--- config.mk ---
export PLATFORM = sky130hd
export DESIGN_NAME = sac_top
export DESIGN_NICKNAME = d
export VERILOG_FILES = /design/src/inc/sac_pkg.sv /design/src/logic/sac_tad_gen.sv /design/src/logic/sac_sar.sv /design/src/logic/sac_top.sv
export VERILOG_INCLUDE_DIRS = /design/src /design/src/inc
export SDC_FILE = /design/constraint.sdc
export NUM_CORES = 1
export LEC_CHECK = 0
export BUFFER_PORTS_ARGS = -buffer_cell sky130_fd_sc_hd__buf_2
export CORE_MARGIN = 2
export CORE_UTILIZATION = 35
export DETAILED_ROUTE_END_ITERATION = 8
export PLACE_DENSITY = 0.5
export SLEW_MARGIN = 20
export SYNTH_ARGS = -nofsm -noshare
export SYNTH_HDL_FRONTEND = slang
export SYNTH_SLANG_ARGS = --single-unit
--- constraint.sdc ---
create_clock -name ref_clk -period 4.1 [get_ports ref_clk]
set_clock_uncertainty 0.2 [all_clocks]
set_input_delay 0.615 -clock ref_clk [delete_from_list [all_inputs] [get_ports ref_clk]]
set_output_delay 0.615 -clock ref_clk [all_outputs]
set_load 0.01 [all_outputs]
--- src/inc/sac_defines.svh ---
// Summary of operation
// RL1: successive approximation builds a 10-bit result held in the result pair
// RL2: channel field picks one of up to 15 sources for the sample-and-hold
// RL3: software waits an acquisition delay after a channel change
// RL4: positive reference is pin, supply or fixed buffer; negative is ground
// RL5: 3-bit clock code picks sysclk/2 to /64 or the internal RC clock
// RL6: one conversion lasts 11.5 conversion bit periods
// RL7: in Sleep the converter runs only on the internal RC clock
// RL8: completion sets the done flag whatever the interrupt enable says
// RL9: hardware never clears the done flag; software must
// RL10: enabled completion interrupt wakes the device from Sleep
// RL11: resume in line without global enable; vector when all three are set
// RL12: format bit selects left or right justified result
// RL13: temperature indicator is powered only while its enable is set
// RL14: range bit set gives four-junction drop, clear gives two
// RL15: temperature indicator sits on its own internal converter channel
// RL16: software waits 200 us before and between temperature conversions
// RL17: on completion clear busy, set flag and load the result
// RL18: early busy clear stops and stores partial, low bits copy last bit
// RL19: rising edge of the chosen trigger source sets busy
// RL20: codes 1D/1E/1F are temp, DAC, fixed buffer; 0C..1C unconnected
// RL21: right keeps bits in low ten, left in high ten, rest zero
// RL22: divided clocks come from the system clock synchronously
`ifndef SAC_DEFINES_SVH
`define SAC_DEFINES_SVH
`define SAC_RES_W 10
`define SAC_OFS_CTRL0 4'h0
`define SAC_OFS_CTRL1 4'h1
`define SAC_OFS_CTRL2 4'h2
`define SAC_OFS_RESH 4'h3
`define SAC_OFS_RESL 4'h4
`define SAC_OFS_REFTS 4'h5
`define SAC_OFS_INTC 4'h6
`define SAC_C0_ON 0
`define SAC_C0_GO 1
`define SAC_C0_CHS 6:2
`define SAC_C1_FM 7
`define SAC_C1_CS 6:4
`define SAC_C1_PREF 1:0
`define SAC_C2_TRIG 3:0
`define SAC_RT_FIXED_REFERENCE_ENABLE 7
`define SAC_RT_RDY 6
`define SAC_RT_TEMP_INDICATOR_ENABLE 5
`define SAC_RT_TEMP_INDICATOR_RANGE 4
`define SAC_RT_CDA 3:2
`define SAC_RT_ADG 1:0
`define SAC_IC_FLAG 0
`define SAC_IC_IE 1
`define SAC_IC_PERIPHERAL_INTERRUPT_ENABLE 2
`define SAC_IC_GIE 3
`define SAC_CH_LAST_PIN 5'h0B
`define SAC_CH_TEMP 5'h1D
`define SAC_CH_DAC 5'h1E
`define SAC_CH_FVR 5'h1F
`define SAC_CS_FRC 2'h3
`define SAC_REF_VDD 2'h0
`define SAC_REF_EXT 2'h2
`define SAC_REF_FVR 2'h3
`define SAC_HALF_SAMPLE_END 5'h02
`define SAC_HALF_LAST 5'h16
`define SAC_RST8 8'h00
`endif

--- src/inc/sac_pkg.sv ---
package sac_pkg;
  typedef enum logic [2:0] {
    SAC_IDLE = 3'h1,
    SAC_SAMPLE = 3'h2,
    SAC_CONV = 3'h4
  } sac_state_t;
endpackage

--- src/logic/sac_tad_gen.sv ---
`timescale 1ns/1ps
`include "sac_defines.svh"
module sac_tad_gen
#(parameter int CW = 6)
(
  input wire logic ref_clk,
  input wire logic rst_n,
  input wire logic ce,
  input wire logic run,
  input wire logic [2:0] clk_sel,
  input wire logic frc_edge,
  output logic half_tick_q
);
  logic [CW-1:0] cnt_q;
  logic [CW-1:0] limit;
  logic [2:0] idx;
  logic internal_rc_conversion_clock;
  // code order 000,100,001,101,010,110 maps to half-period 1,2,4..32
  assign idx = {clk_sel[1:0], clk_sel[2]};
  assign limit = CW'((1 << idx) - 1); // RL5
  assign internal_rc_conversion_clock = clk_sel[1:0] == `SAC_CS_FRC;
  // counter held in reset while idle so each conversion starts aligned
  always_ff @(posedge ref_clk)
  begin
    if (!rst_n)
    begin
      cnt_q <= '0;
      half_tick_q <= 1'b0;
    end
    else if (ce)
    begin
      if (!run)
      begin
        cnt_q <= '0;
        half_tick_q <= 1'b0;
      end
      else if (internal_rc_conversion_clock)
      begin
        half_tick_q <= frc_edge; // RL5
      end
      else if (cnt_q >= limit)
      begin
        cnt_q <= '0;
        half_tick_q <= 1'b1; // RL22
      end
      else
      begin
        cnt_q <= cnt_q + CW'(1);
        half_tick_q <= 1'b0;
      end
    end
  end
endmodule

--- src/logic/sac_sar.sv ---
`timescale 1ns/1ps
module sac_sar
#(parameter int W = 10)
(
  input wire logic ref_clk,
  input wire logic rst_n,
  input wire logic ce,
  input wire logic load,
  input wire logic step,
  input wire logic cmp_hi,
  output logic [W-1:0] trial_q,
  output logic [W-1:0] value_q,
  output logic [W-1:0] partial,
  output logic last
);
  logic [W-1:0] mask_q;
  logic [W-1:0] sar_d;
  logic [W-1:0] low;
  logic fill;
  assign sar_d = cmp_hi ? (value_q | mask_q) : value_q; // RL1
  assign last = mask_q[0];
  // region still unresolved takes the last decided bit
  assign low = mask_q | (mask_q - W'(1));
  assign fill = |(value_q & (mask_q << 1));
  assign partial = (value_q & ~low) | ({W{fill}} & low); // RL18
  always_ff @(posedge ref_clk)
  begin
    if (!rst_n)
    begin
      mask_q <= '0;
      value_q <= '0;
      trial_q <= '0;
    end
    else if (ce)
    begin
      if (load)
      begin
        mask_q <= {1'b1, {(W-1){1'b0}}};
        value_q <= '0;
        trial_q <= {1'b1, {(W-1){1'b0}}};
      end
      else if (step)
      begin
        mask_q <= mask_q >> 1;
        value_q <= sar_d;
        trial_q <= sar_d | (mask_q >> 1); // RL1
      end
    end
  end
endmodule

--- src/logic/sac_top.sv ---
// The address-and-strobe port and the register offsets are this design's own decisions.
`timescale 1ns/1ps
`include "sac_defines.svh"
module sac_top
  import sac_pkg::*;
#(parameter int TRIG_W = 16)
(
  input wire logic ref_clk,
  input wire logic rst_n,
  input wire logic ce,
  input wire logic [3:0] reg_addr,
  input wire logic [7:0] reg_wdata,
  input wire logic reg_wr,
  input wire logic reg_rd,
  output logic [7:0] reg_rdata_q,
  input wire logic sleep,
  input wire logic frc_clk_in,
  input wire logic cmp_hi_in,
  input wire logic fvr_ready_in,
  input wire logic [TRIG_W-1:0] trig_in,
  output logic [`SAC_RES_W-1:0] dac_trial_q,
  output logic hold_q,
  output logic [4:0] channel_select_q,
  output logic channel_connected_q,
  output logic [2:0] ref_pick_q,
  output logic converter_powered_q,
  output logic fixed_reference_enable_q,
  output logic [1:0] comparator_ref_gain_q,
  output logic [1:0] converter_ref_gain_q,
  output logic temp_indicator_enable_q,
  output logic temp_indicator_range_q,
  output logic wake_q,
  output logic isr_vector_q
);
  sac_state_t state_q;
  logic on_q, go_q, fm_q, flag_q, ie_q, peripheral_interrupt_enable_q, gie_q;
  logic [2:0] cs_q;
  logic [1:0] pref_q;
  logic [3:0] trig_sel_q;
  logic [`SAC_RES_W-1:0] result_q;
  logic [4:0] half_q;
  logic [1:0] s1_q, s2_q;
  logic frc_prev_q, trig_prev_q, finish_q, off_after_q;
  logic wr0, wr1, wr2, wr_rt, wr_ic;
  logic frc_sel, frc_edge, tick, busy, trig_cur, start, step;
  logic abort_sw, abort_slp, abort;
  logic [`SAC_RES_W-1:0] sar_value, sar_partial;
  logic sar_last;
  logic [7:0] rd_d;
  logic [15:0] fmt;

  assign wr0 = reg_wr && reg_addr == `SAC_OFS_CTRL0;
  assign wr1 = reg_wr && reg_addr == `SAC_OFS_CTRL1;
  assign wr2 = reg_wr && reg_addr == `SAC_OFS_CTRL2;
  assign wr_rt = reg_wr && reg_addr == `SAC_OFS_REFTS;
  assign wr_ic = reg_wr && reg_addr == `SAC_OFS_INTC;
  // bit 0 fixed ref ready, 1 RC clock
  always_ff @(posedge ref_clk)
  begin
    if (!rst_n)
    begin
      s1_q <= 2'h0;
      s2_q <= 2'h0;
      frc_prev_q <= 1'b0;
    end
    else if (ce)
    begin
      s1_q <= {frc_clk_in, fvr_ready_in};
      s2_q <= s1_q;
      frc_prev_q <= s2_q[1];
    end
  end
  // comparator tracks our own trial code; a sync lag breaks /2 decisions
  assign frc_edge = s2_q[1] && !frc_prev_q;
  assign frc_sel = cs_q[1:0] == `SAC_CS_FRC;
  assign busy = state_q != SAC_IDLE;

  assign trig_cur = trig_in[trig_sel_q];
  assign start = !busy && !go_q && on_q && !(sleep && !frc_sel)
    && ((wr0 && reg_wdata[`SAC_C0_GO]) || (trig_cur && !trig_prev_q)); // RL19
  assign abort_sw = busy && wr0
    && (!reg_wdata[`SAC_C0_GO] || !reg_wdata[`SAC_C0_ON]); // RL18
  assign abort_slp = busy && sleep && !frc_sel; // RL7
  assign abort = abort_sw || abort_slp;
  assign step = tick && state_q == SAC_CONV && !half_q[0];
  sac_tad_gen #(.CW(6)) u_sac_tad_gen (
    .ref_clk(ref_clk),
    .rst_n(rst_n),
    .ce(ce),
    .run(busy),
    .clk_sel(cs_q),
    .frc_edge(frc_edge),
    .half_tick_q(tick)
  );
  sac_sar #(.W(`SAC_RES_W)) u_sac_sar (
    .ref_clk(ref_clk),
    .rst_n(rst_n),
    .ce(ce),
    .load(start),
    .step(step),
    .cmp_hi(cmp_hi_in),
    .trial_q(dac_trial_q),
    .value_q(sar_value),
    .partial(sar_partial),
    .last(sar_last)
  );
  // 1.5 bit periods of sampling then two half periods per bit
  always_ff @(posedge ref_clk)
  begin
    if (!rst_n)
    begin
      state_q <= SAC_IDLE;
      half_q <= 5'h00;
      finish_q <= 1'b0;
      trig_prev_q <= 1'b0;
    end
    else if (ce)
    begin
      trig_prev_q <= trig_cur;
      finish_q <= step && sar_last && !abort; // RL6
      if (tick)
        half_q <= half_q + 5'h01;
      case (state_q)
        SAC_IDLE:
        begin
          half_q <= 5'h00;
          if (start)
            state_q <= SAC_SAMPLE;
        end
        SAC_SAMPLE:
        begin
          if (abort)
            state_q <= SAC_IDLE;
          else if (tick && half_q == `SAC_HALF_SAMPLE_END)
            state_q <= SAC_CONV; // RL6
        end
        SAC_CONV:
        begin
          if (abort || (step && sar_last))
            state_q <= SAC_IDLE; // RL6
        end
        default:
          state_q <= SAC_IDLE;
      endcase
    end
  end

  always_ff @(posedge ref_clk)
  begin
    if (!rst_n)
    begin
      on_q <= 1'b0;
      go_q <= 1'b0;
      channel_select_q <= 5'h00;
    end
    else if (ce)
    begin
      if (wr0)
      begin
        on_q <= reg_wdata[`SAC_C0_ON];
        channel_select_q <= reg_wdata[`SAC_C0_CHS]; // RL2
      end
      if (start)
        go_q <= 1'b1; // RL19
      else if (finish_q || abort || (wr0 && !reg_wdata[`SAC_C0_GO]))
        go_q <= 1'b0; // RL17
    end
  end

  always_ff @(posedge ref_clk)
  begin
    if (!rst_n)
    begin
      fm_q <= 1'b0;
      cs_q <= 3'h0;
      pref_q <= `SAC_REF_VDD;
      trig_sel_q <= 4'h0;
    end
    else if (ce)
    begin
      if (wr1)
      begin
        fm_q <= reg_wdata[`SAC_C1_FM]; // RL12
        cs_q <= reg_wdata[`SAC_C1_CS]; // RL5
        pref_q <= reg_wdata[`SAC_C1_PREF];
      end
      if (wr2)
        trig_sel_q <= reg_wdata[`SAC_C2_TRIG];
    end
  end

  always_ff @(posedge ref_clk)
  begin
    if (!rst_n)
    begin
      fixed_reference_enable_q <= 1'b0;
      temp_indicator_enable_q <= 1'b0;
      temp_indicator_range_q <= 1'b0;
      comparator_ref_gain_q <= 2'h0;
      converter_ref_gain_q <= 2'h0;
    end
    else if (ce && wr_rt)
    begin
      fixed_reference_enable_q <= reg_wdata[`SAC_RT_FIXED_REFERENCE_ENABLE];
      temp_indicator_enable_q <= reg_wdata[`SAC_RT_TEMP_INDICATOR_ENABLE]; // RL13
      temp_indicator_range_q <= reg_wdata[`SAC_RT_TEMP_INDICATOR_RANGE]; // RL14
      comparator_ref_gain_q <= reg_wdata[`SAC_RT_CDA];
      converter_ref_gain_q <= reg_wdata[`SAC_RT_ADG];
    end
  end

  // a completion landing on a software clear still sets the flag
  always_ff @(posedge ref_clk)
  begin
    if (!rst_n)
    begin
      flag_q <= 1'b0;
      ie_q <= 1'b0;
      peripheral_interrupt_enable_q <= 1'b0;
      gie_q <= 1'b0;
    end
    else if (ce)
    begin
      if (finish_q)
        flag_q <= 1'b1; // RL8
      else if (wr_ic)
        flag_q <= reg_wdata[`SAC_IC_FLAG]; // RL9
      if (wr_ic)
      begin
        ie_q <= reg_wdata[`SAC_IC_IE];
        peripheral_interrupt_enable_q <= reg_wdata[`SAC_IC_PERIPHERAL_INTERRUPT_ENABLE];
        gie_q <= reg_wdata[`SAC_IC_GIE];
      end
    end
  end

  always_ff @(posedge ref_clk)
  begin
    if (!rst_n)
      result_q <= '0;
    else if (ce)
    begin
      if (finish_q)
        result_q <= sar_value; // RL17
      else if (abort_sw)
        result_q <= sar_partial; // RL18
    end
  end

  // on-bit stays set while the analog side is powered down in Sleep
  always_ff @(posedge ref_clk)
  begin
    if (!rst_n)
    begin
      off_after_q <= 1'b0;
      converter_powered_q <= 1'b0;
      wake_q <= 1'b0;
      isr_vector_q <= 1'b0;
      hold_q <= 1'b0;
      channel_connected_q <= 1'b0;
      ref_pick_q <= 3'h1;
    end
    else if (ce)
    begin
      if (!sleep)
        off_after_q <= 1'b0;
      else if (finish_q && !ie_q)
        off_after_q <= 1'b1;
      converter_powered_q <= on_q && !(sleep && (!frc_sel || off_after_q));
      wake_q <= sleep && flag_q && ie_q; // RL10
      isr_vector_q <= flag_q && ie_q && peripheral_interrupt_enable_q && gie_q; // RL11
      hold_q <= state_q == SAC_CONV;
      channel_connected_q <= channel_select_q <= `SAC_CH_LAST_PIN
        || channel_select_q >= `SAC_CH_TEMP; // RL15 RL20
      // negative reference is always ground, so only ref+ is steered
      if (pref_q == `SAC_REF_FVR)
        ref_pick_q <= 3'h4; // RL4
      else if (pref_q == `SAC_REF_EXT)
        ref_pick_q <= 3'h2;
      else
        ref_pick_q <= 3'h1;
    end
  end

  // right: {6'0,r} ; left: {r,6'0} across high:low
  assign fmt = fm_q ? {6'h00, result_q} : {result_q, 6'h00}; // RL21
  always_comb
  begin
    rd_d = `SAC_RST8;
    if (reg_addr == `SAC_OFS_CTRL0)
      rd_d = {1'b0, channel_select_q, go_q, on_q};
    else if (reg_addr == `SAC_OFS_CTRL1)
      rd_d = {fm_q, cs_q, 2'h0, pref_q};
    else if (reg_addr == `SAC_OFS_CTRL2)
      rd_d = {4'h0, trig_sel_q};
    else if (reg_addr == `SAC_OFS_RESH)
      rd_d = fmt[15:8]; // RL12
    else if (reg_addr == `SAC_OFS_RESL)
      rd_d = fmt[7:0];
    else if (reg_addr == `SAC_OFS_REFTS)
      rd_d = {fixed_reference_enable_q,
              fixed_reference_enable_q && s2_q[0],
              temp_indicator_enable_q, temp_indicator_range_q,
              comparator_ref_gain_q, converter_ref_gain_q};
    else if (reg_addr == `SAC_OFS_INTC)
      rd_d = {4'h0, gie_q, peripheral_interrupt_enable_q, ie_q, flag_q};
  end
  always_ff @(posedge ref_clk)
  begin
    if (!rst_n)
      reg_rdata_q <= `SAC_RST8;
    else if (ce)
      reg_rdata_q <= reg_rd ? rd_d : `SAC_RST8;
  end
  property p_flag_set;
    @(posedge ref_clk) disable iff (!rst_n || !ce)
    finish_q |=> flag_q;
  endproperty
  a_flag_set: assert property (p_flag_set) // RL8
    else $error("done flag not set after completion");
  property p_go_clr;
    @(posedge ref_clk) disable iff (!rst_n || !ce)
    finish_q |=> !go_q && state_q == SAC_IDLE;
  endproperty
  a_go_clr: assert property (p_go_clr) // RL17
    else $error("busy bit still set after completion");
  property p_res_load;
    @(posedge ref_clk) disable iff (!rst_n || !ce)
    finish_q |=> result_q == $past(sar_value);
  endproperty
  a_res_load: assert property (p_res_load) // RL1
    else $error("result not loaded on completion");
  property p_length;
    @(posedge ref_clk) disable iff (!rst_n || !ce)
    step && sar_last |-> half_q == `SAC_HALF_LAST;
  endproperty
  a_length: assert property (p_length) // RL6
    else $error("conversion length is not 11.5 bit periods");
  property p_sleep_stop;
    @(posedge ref_clk) disable iff (!rst_n || !ce)
    busy && sleep && !frc_sel |=> state_q == SAC_IDLE ##1 !go_q;
  endproperty
  a_sleep_stop: assert property (p_sleep_stop) // RL7
    else $error("conversion kept running in Sleep off RC clock");
  property p_wake;
    @(posedge ref_clk) disable iff (!rst_n || !ce)
    sleep && flag_q && ie_q |=> wake_q;
  endproperty
  a_wake: assert property (p_wake) // RL10
    else $error("no wake on enabled completion in Sleep");
  property p_vector;
    @(posedge ref_clk) disable iff (!rst_n || !ce)
    isr_vector_q |-> $past(gie_q) && $past(peripheral_interrupt_enable_q) && $past(ie_q);
  endproperty
  a_vector: assert property (p_vector) // RL11
    else $error("vector raised without all three enables");
  property p_trig;
    @(posedge ref_clk) disable iff (!rst_n || !ce)
    start && !wr0 |=> go_q ##1 busy;
  endproperty
  a_trig: assert property (p_trig) // RL19
    else $error("trigger edge did not start a conversion");
  property p_right_fmt;
    @(posedge ref_clk) disable iff (!rst_n || !ce)
    reg_rd && reg_addr == `SAC_OFS_RESH && fm_q
      |=> reg_rdata_q[7:2] == 6'h00;
  endproperty
  a_right_fmt: assert property (p_right_fmt) // RL21
    else $error("right justified high byte has upper bits set");
endmodule

After elaboration in Yosys (flattened, before gate mapping)
Cells that the tools add are included.
{"block": "op_classes", "div_mod_pow": 0, "muxes": 41, "eq_ne": 19, "addsub": 4, "n_bitwise": 8, "n_lt_le_gt_ge": 4, "n_mul": 0, "n_shift": 1, "reduce_logical": 72}
{"op": "$mux W10", "n": 9}
{"op": "$mux W8", "n": 7}
{"op": "$logic_and A1 B1 Y1", "n": 33}
{"op": "$and A10 B10 Y10", "n": 3}
{"op": "$or A10 B10 Y10", "n": 3}
{"op": "$reduce_and A2 Y1", "n": 11}
{"op": "$mux W6", "n": 3}
{"op": "$mux W16", "n": 1}
{"op": "$mux W3", "n": 5}
{"op": "$eq A4 B3 Y1 const B", "n": 3}
{"op": "$logic_not A1 Y1", "n": 12}
{"op": "$mux W1", "n": 10}
{"op": "$mux W5", "n": 2}
{"op": "$not A10 Y10", "n": 1}
{"op": "$or A10 B9 Y10", "n": 1}
{"op": "$reduce_bool A2 Y1", "n": 5}
{"op": "$reduce_or A10 Y1", "n": 1}
{"op": "$sub A10 B1 Y10 const B", "n": 1}
{"op": "$pmux W3 S3", "n": 1}
{"op": "$eq A4 B2 Y1 const B", "n": 2}
{"op": "$logic_or A1 B1 Y1", "n": 8}
{"op": "$add A6 B1 Y6 const B", "n": 1}
{"op": "$eq A2 B2 Y1 const B", "n": 3}
{"op": "$ge A6 B6 Y1", "n": 1}
{"op": "20 further kinds", "n": 22}
{"block": "totals", "mem_bits_ro": 0, "n_memories": 0, "ramBits": 0, "input_bits": 37, "ff_bits": 107, "latch_bits": 0}

Logic depth before layout (Yosys ltp)
{"block": "depth", "depth_word": 9, "depth_mapped": 8, "depth_no_buf": 7}

Hierarchy
Synthesis repeated with hierarchy kept, for this count alone.
{"block": "hier_totals", "hier_cells": 656, "hier_area_um2": 5753.0}
{"module": "sac_top", "area_per_inst_um2": 3736.1, "cells_each": 417, "instances": 1}
{"module": "sac_sar", "area_per_inst_um2": 1463.9, "cells_each": 169, "instances": 1}
{"module": "sac_tad_gen", "area_per_inst_um2": 553.0, "cells_each": 70, "instances": 1}

Worst setup path after synthesis
OpenSTA, ideal clock, no wires.
{"block": "synth_timing", "path_type": "reg2reg", "start": "register cs_q[0]", "end": "register u_sac_tad_gen.cnt_q[4]", "arrival_time_ps": 2234, "setup_slack_ps": 1543, "required_ps": 3778, "stages_incl_launch_ff": 8, "synth_period_minus_slack_ps": 2557, "path_cell_list": "dfxtp_1 -> or3_1 -> ha_1 -> nand2b_1 -> a2111oi_0 -> o31ai_1 -> nor4_1 -> a311o_1"}
{"block": "synth_via", "elab_chain_len": 6, "word_cells_on_any_way": 9, "cone_classes": "add/sub: 1; order compare: 1; eq/ne: 2; shift: 1; mux: 3; reduce/logical: 1"}
{"item": "start, declared", "line_no": "sac_top.sv:37", "source": "logic [2:0] cs_q;"}
{"item": "start signal, assigned", "line_no": "sac_top.sv:184", "source": "cs_q <= reg_wdata[`SAC_C1_CS];"}
{"item": "$shl A1 B3 Y6", "line_no": "sac_tad_gen.sv:20", "source": "assign limit = CW'((1 << idx) - 1);"}
{"item": "$sub A6 B2 Y6", "line_no": "sac_tad_gen.sv:20"}
{"item": "$ge A6 B6 Y1", "line_no": "sac_tad_gen.sv:41", "source": "else if (cnt_q >= limit)"}
{"item": "$mux W6", "line_no": "sac_tad_gen.sv:41"}
{"item": "$mux W6", "line_no": "sac_tad_gen.sv:37", "source": "else if (internal_rc_conversion_clock)"}
{"item": "$mux W6", "line_no": "sac_tad_gen.sv:32", "source": "if (!run)"}
{"item": "end signal, assigned", "line_no": "sac_tad_gen.sv:48", "source": "cnt_q <= cnt_q + CW'(1);"}
{"item": "end, declared", "line_no": "sac_tad_gen.sv:14", "source": "logic [CW-1:0] cnt_q;"}
Several ways; a longest one is shown, not always the timed one. The select of a mux whose other input is x is not followed.
A chain may end at the register's enable or synchronous reset.

Final worst setup path
{"block": "layout_timing", "start": "register cs_q[0]", "end": "register u_sac_tad_gen.cnt_q[3]"}
The elaborated chain is that of the path after synthesis.

==> results.yml <==
synthesis:
  synth-seq-cells: 107
  yosysTopAreaCell: "dfxtp_1"
  synthTopCellsByArea: "dfxtp_1, mux2i_1, nor2b_1"
  synth_edf_count: 0
  netlist_instances: 680
  synth.avg_cell_area_um2: 8.56
  yosys_warnings: 0
  syn_area_um2: 5820
  syn-num-nets: 726
  yosysSeqAreaShare_pct: 36.8
  ys_async_sr_fraction_pct: 0
  ys_types: 67
  synthFlopType: "dfxtp_1"
  synth_top_area_share_pct: 36.8
die:
  dieArea_um2: 17700
  core_area_um2: 16400
  core.rowCount: 47
  fp.dieH_um: 133
  die_x_um: 133
  initial_core_util_pct: 35.5
  io_pins: 75
clock_tree:
  clk_pin_slew_ns: 0.07
  ctsHoldBuffers: 0
  tritoncts: "built"
  clk_path_buf_depth: 2
  cts-root-buf: "clkbuf_16"
  cts_made_buffers: 9
  clock_sinks: 107
  clk_latency_ns: 0.35
  postCtsSetupRepairBufs: 0
  cts_htree_levels: 3
  cts_resized: 0
sta:
  max_freq_mhz: 340
  worstMarginPinSlew_ns: 1.05
  finalSetupTns_ns: 0
  slew_violations: 0
  holdWs_ns: 0.273
  max-slew-margin-rel_pct: 29.5
  finalCriticalPeriod_ns: 2.94
  setup_viol: 0
  hold_viol: 0
  rsz0062_at_grt: "no"
  period_share_pct: 71.7
global_route:
  grt_overflow: 0
  grt_pass1_vias: 4979
  grt_usage_pct: 18.9
  antenna_found_initial: 0
  grt_pass1_wl_um: 26800
  grt_max_degree: 57
detailed_routing:
  vias: 5225
  routed_wirelength_um: 16900
  vias_per_cell: 5.53
  drtIter0Drc: 466
  post_drt_wl_per_cell_um: 17.9
  remaining_drc_errors: 0
  dr.pass1.iters: 4
  ant_nets: 0
layout:
  instances_no_fill: 944
  antenna_cells: 0
  area_growth_pct: 13.3
  nFillCells: 1678
  layout-drive-gt1-share_pct: 15.6
  multi_input_area_um2: 3380
  seqCellArea_um2: 2140
  final_nets: 766
setup_path:
  cp.required_ns: 4.14
  critPathLaunchType: "register"
  path_max_fanout: 10
  worstSetupPathType: "reg2reg"
  arrival_ns: 2.98
  worstSetupEndpointType: "register"
status:
  status: "complete, no violations"
power:
  leakage_nw: 2.50
  power.total_mw: 2.07
  powerDensity_nw_per_um2: 315
  vdd.ir_drop.worst_v: 0.000181
place:
  dp.cells: 929
  place_congestion: 0.885
  io_buffers: 74
  dp_hpwl_um: 12000
flow_run:
  maxCapViolations: 0
worst_hold_path:
  hp-class: "reg2reg"
kinds of logic (layout without fill, tap and decap cells):
family                     after synthesis  after routing  share of synthesized area (%)
and+or+nand+nor                        242            242                           22.8
AOI/OAI and AO/OA                      198            198                           23.6
DFF                                    107            107                           36.8
buffers and inverters                   72            116                           5.12
muxes                                   48             48                           9.14
adders and majority gates                9              9                           1.94
xor gates and xnor gates                 4              4                          0.602
critical path: stages (launching register included):
cell,delay (ns)
dfxtp_1,0.37
or3_1,0.40
ha_1,0.28
nand2b_1,0.09
a2111oi_0,0.11
o31ai_1,0.89
nor4_1,0.15
a311o_1,0.35
per-layer routing:
| metal | GRT usage, % | part of all wire [%] | vias to the layer above |
|---|---|---|---|
| met4 | 5.79 | 1.4 | 0 |
| met5 | 0 | 0 | - |
| met2 | 30.0 | 46 | 119 |
| met3 | 2.91 | 4.1 | 16 |
| met1 | 26.4 | 48 | 2519 |
| li1 | - | - | 2571 |
stage by stage:
stage	worst slack [ns]	utilization [%]	cell area, µm²
floorplan	1.54	-	5820
global placement	1.29	38.4	6300
detailed placement	1.20	38.4	6300
CTS	1.17	40.2	6590
global route	1.05	40.2	6590
finish	1.16	40.2	6590
synthesized netlist by cell type, types with 12 or more instances:
cell type / number
a21boi_0: 18
a21oi_1: 32
a31oi_1: 23
and3_1: 16
clkbuf_1: 38
dfxtp_1: 107
inv_1: 18
mux2i_1: 43
nand2_1: 63
nand3_1: 23
nor2_1: 35
nor2b_1: 43
o21a_1: 12
o21ai_0: 29
o31ai_1: 14
registers in the layout, summed over array words and instances (netlist names), 5 cells and up:
name and count:
u_sac_sar.value_q 10, result_q 10, channel_select_q 5, u_sac_sar.mask_q 10, u_sac_sar.trial_q 10, half_q 5, reg_rdata_q 8, u_sac_tad_gen.cnt_q 6
cell usage in the layout, fill, tap and decap left out, types with 4 or more instances in the layout:
master / n
o21ai_0: 29
clkbuf_16: 9
a21o_1: 11
o221ai_1: 8
mux2i_1: 43
xor2_1: 4
nand3_1: 23
nand4_1: 7
ha_1: 9
a21boi_0: 18
nor3_1: 10
o21a_1: 12
buf_4: 9
a31oi_1: 23
buf_2: 73
nand2_1: 63
and3_1: 16
nor2_1: 35
nor4_1: 8
a21oi_1: 32
nand3b_1: 5
nor4_4: 4
mux4_2: 4
o31ai_1: 14
nor2b_1: 43
nand2b_1: 6
a22oi_1: 7
a211o_1: 4
and2_1: 5
inv_1: 18
a211oi_1: 7
dfxtp_1: 107
where the power goes:
part	total, mW	internal [mW]	switching (mW)	leakage, nW
clock network	0.885	0.488	0.397	0.142
logic	0.140	0.0478	0.0923	1.49
registers	1.05	1.04	0.00513	0.863
layout make-up:
class	count	area share [%]
clock buffers	11	3.68
inverters	19	1.08
multi-input cells	501	51.2
clock inverters	4	0.778
repair buffers	82	6.57
well taps	220	4.17
flip-flops and latches	107	32.5
path summary, 6_finish.rpt:
path	cells after the start	slack, ns	endpoint	startpoint
hold / removal	2	0.27	result_q[5]	result_q[5]
setup / recovery	7	1.16	u_sac_tad_gen.cnt_q[3]	cs_q[0]
hold reg to reg	2	0.27	result_q[5]	result_q[5]
setup reg to reg	7	1.16	u_sac_tad_gen.cnt_q[3]	cs_q[0]
Power figures use the tool's default switching activity.
